===== config.mk =====
export PLATFORM = sky130hd
export DESIGN_NAME = spg_gate
export DESIGN_NICKNAME = d
export VERILOG_FILES = /design/src/include/spg_pkg.sv /design/src/spg_ptr.sv /design/src/spg_gate.sv
export SDC_FILE = /design/constraint.sdc
export NUM_CORES = 1
export LEC_CHECK = 0
export BUFFER_PORTS_ARGS = -buffer_cell sky130_fd_sc_hd__buf_2
export CORE_MARGIN = 4
export CORE_UTILIZATION = 46
export DETAILED_ROUTE_END_ITERATION = 12
export PLACE_DENSITY_LB_ADDON = 0.15
export SLEW_MARGIN = 20
export SYNTH_ARGS = -nofsm -noshare
export SYNTH_HDL_FRONTEND = slang
export SYNTH_SLANG_ARGS = --single-unit

===== constraint.sdc =====
create_clock -name i_clk -period 4.12 [get_ports i_clk]
set_input_delay 0.412 -clock i_clk [delete_from_list [all_inputs] [get_ports i_clk]]
set_output_delay 0.412 -clock i_clk [all_outputs]
set_load 0.01 [all_outputs]

===== src/include/spg_pkg.sv =====
// stack pointer / interrupt gate constants
// assumes a 4-bit core supplies pointer load and step strobes
package spg_pkg;
  localparam int SPG_WIDE_W = 10;
  localparam int SPG_NIB_W = 8;
  localparam int SPG_ADDR_W = 16;
  localparam logic [SPG_WIDE_W-1:0] SPG_WIDE_RST = 10'h000;
  localparam logic [SPG_WIDE_W-1:0] SPG_WIDE_MAX = 10'h3ff;
  localparam logic [SPG_NIB_W-1:0] SPG_NIB_RST = 8'h00;
  localparam logic [SPG_NIB_W-1:0] SPG_NIB_MAX = 8'hff;
  localparam logic [SPG_ADDR_W-1:0] SPG_WIDE_LO = 16'h0100;
  localparam logic [SPG_ADDR_W-1:0] SPG_WIDE_HI = 16'h01ff;
  typedef enum logic [1:0] {SPG_OP_NONE, SPG_OP_PUSH, SPG_OP_POP} spg_op_t;
  typedef enum logic [1:0] {SPG_GATE_CLOSED, SPG_GATE_WIDE, SPG_GATE_NIB, SPG_GATE_OPEN}
    spg_gate_t;
endpackage


===== src/spg_ptr.sv =====
// one cyclic stack pointer of parameterised width
// assumes load and step strobes are synchronous single-cycle pulses
`timescale 1ns/10ps
module spg_ptr #(
  parameter int W = 8
) (
  input wire logic i_clk,
  input wire logic i_rst_n,
  input wire logic i_load,
  input wire logic [W-1:0] i_load_val,
  input wire spg_pkg::spg_op_t i_op,
  output logic [W-1:0] o_ptr
);
  import spg_pkg::*;
  logic [W-1:0] ptr_reg;
  logic [W-1:0] ptr_next;
  // push predecrements; natural width overflow gives the cyclic wrap
  always_comb begin
    ptr_next = ptr_reg;
    if (i_load) begin
      ptr_next = i_load_val;
    end else if (i_op == SPG_OP_PUSH) begin
      ptr_next = ptr_reg - W'(1);
    end else if (i_op == SPG_OP_POP) begin
      ptr_next = ptr_reg + W'(1);
    end
  end
  always_ff @(posedge i_clk or negedge i_rst_n) begin
    if (!i_rst_n) begin
      ptr_reg <= '0;
    end else begin
      ptr_reg <= ptr_next;
    end
  end
  assign o_ptr = ptr_reg;
endmodule


===== src/spg_gate.sv =====
// stack pointer pair with interrupt acceptance gate
// assumes the core issues at most one op per pointer per cycle
`timescale 1ns/10ps
// What this block does
// - wide pointer wraps within 0000h..03ffh
// - nibble pointer wraps within 0000h..00ffh
// - 16-bit stack transfers use wide pointer
// - 4-bit stack data uses nibble pointer
// - only wide stack accesses are 16-bit
// - 16-bit access only inside 0100h..01ffh
// - after reset interrupts blocked until both loaded
// - reloading one pointer blocks until other reloaded
module spg_gate (
  input wire logic i_clk,
  input wire logic i_rst_n,
  input wire logic i_wide_load,
  input wire logic [spg_pkg::SPG_WIDE_W-1:0] i_wide_val,
  input wire spg_pkg::spg_op_t i_wide_op,
  input wire logic i_nib_load,
  input wire logic [spg_pkg::SPG_NIB_W-1:0] i_nib_val,
  input wire spg_pkg::spg_op_t i_nib_op,
  input wire logic i_irq_req,
  input wire logic i_nmi_req,
  output logic [spg_pkg::SPG_WIDE_W-1:0] o_wide_stack_pointer,
  output logic [spg_pkg::SPG_NIB_W-1:0] o_nibble_stack_pointer,
  output logic [spg_pkg::SPG_ADDR_W-1:0] o_wide_addr,
  output logic o_wide_access_16,
  output logic o_wide_in_range,
  output logic [spg_pkg::SPG_ADDR_W-1:0] o_nib_addr,
  output logic o_int_enable,
  output logic o_irq_take,
  output logic o_nmi_take
);
  import spg_pkg::*;

  function automatic logic [SPG_ADDR_W-1:0] spg_ext(input logic [SPG_WIDE_W-1:0] v);
    spg_ext = {{(SPG_ADDR_W-SPG_WIDE_W){1'b0}}, v};
  endfunction

  // shared by the access logic and in_window_a so both see one window
  function automatic logic spg_in_window(input logic [SPG_ADDR_W-1:0] a);
    spg_in_window = (a >= SPG_WIDE_LO) && (a <= SPG_WIDE_HI);
  endfunction

  logic [SPG_WIDE_W-1:0] wide_ptr;
  logic [SPG_NIB_W-1:0] nib_ptr;
  logic wide_flag_reg, wide_flag_next, nib_flag_reg, nib_flag_next;
  logic en_reg, en_next;
  logic [SPG_WIDE_W-1:0] wide_addr_w;
  logic wide_addr_ok;

  spg_ptr #(.W(SPG_WIDE_W)) u_wide (
    .i_clk(i_clk),
    .i_rst_n(i_rst_n),
    .i_load(i_wide_load),
    .i_load_val(i_wide_val),
    .i_op(i_wide_op),
    .o_ptr(wide_ptr)
  );
  spg_ptr #(.W(SPG_NIB_W)) u_nib (
    .i_clk(i_clk),
    .i_rst_n(i_rst_n),
    .i_load(i_nib_load),
    .i_load_val(i_nib_val),
    .i_op(i_nib_op),
    .o_ptr(nib_ptr)
  );

  // pair-load tracking; a pair completes and flags clear
  always_comb begin
    wide_flag_next = wide_flag_reg | i_wide_load;
    nib_flag_next = nib_flag_reg | i_nib_load;
    en_next = en_reg;
    if (wide_flag_next && nib_flag_next) begin
      wide_flag_next = 1'b0;
      nib_flag_next = 1'b0;
      en_next = 1'b1;
    end else if (i_wide_load || i_nib_load) begin
      en_next = 1'b0;
    end
  end
  always_ff @(posedge i_clk or negedge i_rst_n) begin
    if (!i_rst_n) begin
      wide_flag_reg <= 1'b0;
      nib_flag_reg <= 1'b0;
      en_reg <= 1'b0;
    end else begin
      wide_flag_reg <= wide_flag_next;
      nib_flag_reg <= nib_flag_next;
      en_reg <= en_next;
    end
  end

  // push uses the predecremented slot, pop the current one
  assign wide_addr_w = (i_wide_op == SPG_OP_PUSH) ? wide_ptr - 10'h001 : wide_ptr;
  assign wide_addr_ok = spg_in_window(spg_ext(wide_addr_w));

  assign o_wide_stack_pointer = wide_ptr;
  assign o_nibble_stack_pointer = nib_ptr;
  assign o_wide_addr = spg_ext(wide_addr_w);
  assign o_nib_addr = {{(SPG_ADDR_W-SPG_NIB_W){1'b0}}, nib_ptr};
  // 16-bit only for in-window wide stack ops
  assign o_wide_access_16 = (i_wide_op != SPG_OP_NONE) && wide_addr_ok;
  assign o_wide_in_range = wide_addr_ok;
  assign o_int_enable = en_reg;
  assign o_irq_take = en_reg & i_irq_req;
  assign o_nmi_take = en_reg & i_nmi_req;
endmodule


==> run metrics, run 1 <==
FFs w/ async S/R, synth=100%; hpwl dp=3.37 mm; die height=73.7 um; Worst slew margin=62.7%; root buffer cell=clkbuf_8; Worst Setup SP=u_wide.o_ptr[0]; Post-synth top cells=buf_4 (23), dfrtp_1 (21), nand2_1 (17), nor2_1 (17), o21ai_0 (15); post-route ant nets=0; total power=766 uW; CTS sink count=21; first-pass GRT wire length=6.89 mm; Final Slew Violations=0; CTS tree=yes; sequential share of the synthesized area=26.5%; Yosys cell types=53; Synth top area share=26.5%; count leader, synth=buf_4; DP Area=2200 sq um; synthesis-to-finish area growth=13.4%; drt via density=5.09; DRC violations left=0; syn avg cell area=8.52 sq um; Syn. warnings=0; RSZ-0062 raised after global routing=no; ant diodes=0; cts hold-fix bufs=0; CP required=3.71 ns; Static Leak=1.09 nW; initial antenna violation count=0; largest net degree at the start of global routing=28; Hold Violations, Final=0; Critical Path AT=2.00 ns; CTS buffer count=3; pre-CTS setup slack=1.74 ns; worst vdd ir=173 uV; H-tree depth=1; Syn Std Cell Area=1980 sq um; fin crit share=58.6%; post-CTS sizing=0; clock transition at the registers of the reported paths=0.09 ns; Power per Cell Area=340 nW/um^2; worst-margin pin slew=0.555 ns; met1 usage=23.6%; Hold/Removal Path Class=in2async; Rows=23; die width=73.7 um; clk_skew=0.00838 ns; total routed wirelength=4.27 mm; Max-cap violations=0; die footprint=5430 sq um; met3 Resource Use GR=2.60%; Yosys reg bits=21; setup bufs post-CTS=0; post-layout instance area=2250 sq um; Finished Layout Cells=334; ratio of cells with drive above 1 in the final layout=31.7%; WS Path Type=reg2out; Vias=1699; leading area contributor after synthesis=dfrtp_1; core area=4090 sq um; vias in the first global route=1454; DRT Pass-1 Iters=4; Final setup viols=0; Fmax=0.414 GHz; Synth area leaders=dfrtp_1 (26%), buf_4 (8.7%), ha_1 (5.0%), xnor2_1 (4.9%), xor2_1 (4.0%); Skew-Pair Late Insertion Delay=0.27 ns; initial core utilization=48.6%; clock tree buffer depth=2; Routed WL per cell=12.8 um; Layout Nets=322; reg-to-reg startpoint=u_nib.o_ptr[0]; worst setup margin=1.70 ns; status=finished clean; Post-synth EDFFs=0; grt ovf=0; crit start category=flop; Iteration-0 DRC Markers=81; setup_tns=0 ns; met2 Use GR=24.4%; Worst Setup End Kind=output pin; GP Congestion=0.823; Synth Instances=233; Tot GR Track Use=16.1%; Most Used Layer, Global Route=met2; final worst path period need=2.42 ns; Top FF cell, synth=dfrtp_1; number of flip-flops in the largest register=10; PortBufs=68; placed insts=330; IO Pins=83; worst-path fanout max=6
-- power by group --
| part | internal (mW) | leakage [nW] | switching (mW) |
|---|---|---|---|
| clock network | 0.0675 | 0.0255 | 0.0735 |
| registers | 0.236 | 0.251 | 0.0536 |
| logic | 0.155 | 0.816 | 0.180 |
| total | 0.459 | 1.09 | 0.307 |
-- through the flow --
stage	hold slack (ns)	utilization [%]
global placement	0.404	53.9
global route	0.127	55.1
detailed placement	0.398	53.9
floorplan	0.116	-
CTS	0.106	55.1
finish	0.0941	55.1
-- cells by family after synthesis --
kind of cell	synth area share (%)
xor gates and xnor gates	9.65
buffers and inverters	13.2
other	0.189
muxes	4.41
adders and majority gates	6.05
and+or+nand+nor	22.4
DFF	26.5
AOI/OAI and AO/OA	17.7
-- critical path: stages, from the launching register on --
cell	delay, ns
dfrtp_1	0.48
inv_1	0.13
ha_1	0.19
nor2b_2	0.24
nand4_4	0.16
o31ai_2	0.27
o21a_1	0.15
buf_2	0.12
-- path summary, 6_finish.rpt --
kind | endpoint | slack (ns) | depth (start not counted)
max | o_wide_access_16 | 1.70 | 7
min reg2reg | wide_flag_reg | 0.42 | 1
max reg2reg | u_nib.o_ptr[6] | 2.14 | 7
min in group i_clk | u_wide.o_ptr[2] | 0.34 | 3
min | u_wide.o_ptr[5] | 0.09 | 1
max in group asynchronous | u_nib.o_ptr[1] | 3.69 | 1
-- layer usage --
layer | wire length [um] | vias up
li1 | - | 886
met1 | 2080 | 751
met2 | 1810 | 58
met3 | 337 | 4
met4 | 36 | 0
met5 | 0 | -
-- layout by cell type (no fill, tap or decap), drive strengths merged, types with 10 or more instances in the layout --
cell   netlist  routed
nor2        17      17
conb         1      14
a21oi       13      13
dfrtp       21      21
buf         27      68
xor2        10      10
nand2       17      17
xnor2       11      11
o21ai       18      18
-- final cells by class --
type / instances / area [sq um]
fillers: 403 / 1840
multi-input cells: 183 / 1250
flip-flops and latches: 21 / 526
repair buffers: 68 / 340
well taps: 50 / 62.6
clock buffers: 3 / 41.3
inverters: 8 / 30.0
clock inverters: 1 / 5.00
Note: power is estimated with default switching activity, not from simulation.
==> run 2: changes to the inputs <==
--- a/config.mk
+++ b/config.mk
@@ -7,7 +7,7 @@
 export LEC_CHECK = 0
 export BUFFER_PORTS_ARGS = -buffer_cell sky130_fd_sc_hd__buf_2
 export CORE_MARGIN = 4
-export CORE_UTILIZATION = 46
+export CORE_UTILIZATION = 44
 export DETAILED_ROUTE_END_ITERATION = 12
 export PLACE_DENSITY_LB_ADDON = 0.15
 export SLEW_MARGIN = 20
==> constraint.sdc (replaced) <==
create_clock -name i_clk -period 2.1 [get_ports i_clk]
set_input_delay 0.21 -clock i_clk [delete_from_list [all_inputs] [get_ports i_clk]]
set_output_delay 0.21 -clock i_clk [all_outputs]
set_load 0.01 [all_outputs]
==> run 2 against run 1 <==
- highest routed layer unchanged
- clock-buffer cell count increased by 1
- critical path type unchanged
- via count increased by 5.9%
- flip-flop and latch count unchanged
==> run metrics, run 2 (synthesized netlist as in run 1, its figures left out) <==
hpwl dp=3.48 mm; Critical Path AT=1.80 ns; worst-path fanout max=7; IO Pins=83; Worst Setup End Kind=output pin; initial core utilization=45.6%; clk_skew=0.00611 ns; DRT Pass-1 Iters=4; root buffer cell=clkbuf_8; total power=1.57 mW; post-route ant nets=0; GP Congestion=0.821; Skew-Pair Late Insertion Delay=0.26 ns; worst setup margin=0.0888 ns; reg2reg path depth=6; worst vdd ir=423 uV; DP Area=2260 sq um; Layout Nets=336; commonest non-fill, non-tap cell in the layout=buf_2; synthesis-to-finish area growth=20.8%; CTS tree=yes; hold depth=3; Iteration-0 DRC Markers=75; final worst path period need=2.01 ns; status=finished clean; Tot GR Track Use=16.2%; Rows=24; CTS sink count=21; largest net degree at the start of global routing=28; Hold WS=0.154 ns; Power per Cell Area=655 nW/um^2; first-pass GRT wire length=7.20 mm; PortBufs=68; pre-CTS setup slack=0.0845 ns; post-layout instance area=2400 sq um; grt ovf=0; CP required=1.89 ns; Most Used Layer, Global Route=met2; initial antenna violation count=0; Static Leak=1.16 nW; number of flip-flops in the largest register=10; CTS buffer count=3; die footprint=5650 sq um; DRC violations left=0; die width=75.2 um; Hold/Removal Path Class=in2reg; Fmax=0.497 GHz; Vias=1799; fin crit share=95.8%; met2 Use GR=27.9%; Routed WL per cell=13.0 um; drt via density=5.14; WS Path Type=reg2out; crit start category=flop; Max-cap violations=0; worst-margin pin slew=0.510 ns; clock tree buffer depth=2; ant diodes=0; Final setup viols=0; met3 Resource Use GR=3.20%; Hold Violations, Final=0; H-tree depth=1; met1 usage=21.7%; total routed wirelength=4.54 mm; core area=4350 sq um; Final Slew Violations=0; commonest cells after routing, fill and taps aside=buf_2 (68), dfrtp_1 (18), nor2_1 (17); clock transition at the registers of the reported paths=0.08 ns; die height=75.2 um; Worst slew margin=66.0%; vias in the first global route=1602; ratio of cells with drive above 1 in the final layout=36.6%
## run 2: changes by cell type in the layout (fill, tap and decap cells not counted), sizes merged
cell         change
buf             +13
clkbuf           +1
clkinv           -1
dlygate4sd3      +1
## run 2: path summary, 6_finish.rpt
kind	to	from	slack [ns]
setup reg to reg	u_nib.o_ptr[5]	u_nib.o_ptr[1]	0.20
max in group asynchronous	u_wide.o_ptr[2]	i_rst_n	1.28
min in group asynchronous	u_nib.o_ptr[5]	i_rst_n	0.45
hold reg to reg	wide_flag_reg	nib_flag_reg	0.44
setup / recovery	o_wide_access_16	u_wide.o_ptr[1]	0.09
hold / removal	u_wide.o_ptr[8]	i_wide_val[8]	0.15
## run 2: area by class of cell
class,instances,area (sq um)
multi-input cells,183,1280
fillers,428,1960
clock buffers,4,45.0
inverters,8,30.0
repair buffers,82,448
well taps,52,65.1
flip-flops and latches,21,529
## run 2: metal layers
| layer | routed length, um | vias up |
|---|---|---|
| met3 | 342 | 2 |
| met4 | 24 | 0 |
| li1 | - | 910 |
| met2 | 2160 | 51 |
| met1 | 2010 | 836 |
| met5 | 0 | - |
## run 2: what timing repair did
action                                  4_1_cts  5_1_grt
buffers inserted                              2        4
endpoints found under the setup margin        3        3
hold buffers                                  1        0
endpoints found under the hold margin        21        0
resized for setup                             4        6
pin swaps                                     1        5
cloned                                        0        0
## run 2: worst max-delay path: stages (launching register included)
cell and delay (ns):
dfrtp_2 0.46, inv_1 0.11, ha_4 0.15, nor2b_4 0.18
nand4_4 0.16, nand3b_1 0.17, o31ai_4 0.09, o21a_1 0.11
buf_2 0.13
## run 2: through the flow
step / instances / util [%] / TNS (ns)
2_1_floorplan: 246 / - / 0
3_3_place_gp: 339 / 51.9 / 0
3_5_place_dp: 339 / 51.9 / 0
4_1_cts: 346 / 53.9 / 0
5_1_grt: 350 / 55.1 / -0.0114
6_report: 350 / 55.1 / 0
## run 2: power breakdown
part / internal [mW] / switching [mW] / leakage, nW
Sequential: 0.466 / 0.0837 / 0.248
Clock: 0.135 / 0.134 / 0.0228
Combinational: 0.356 / 0.395 / 0.889
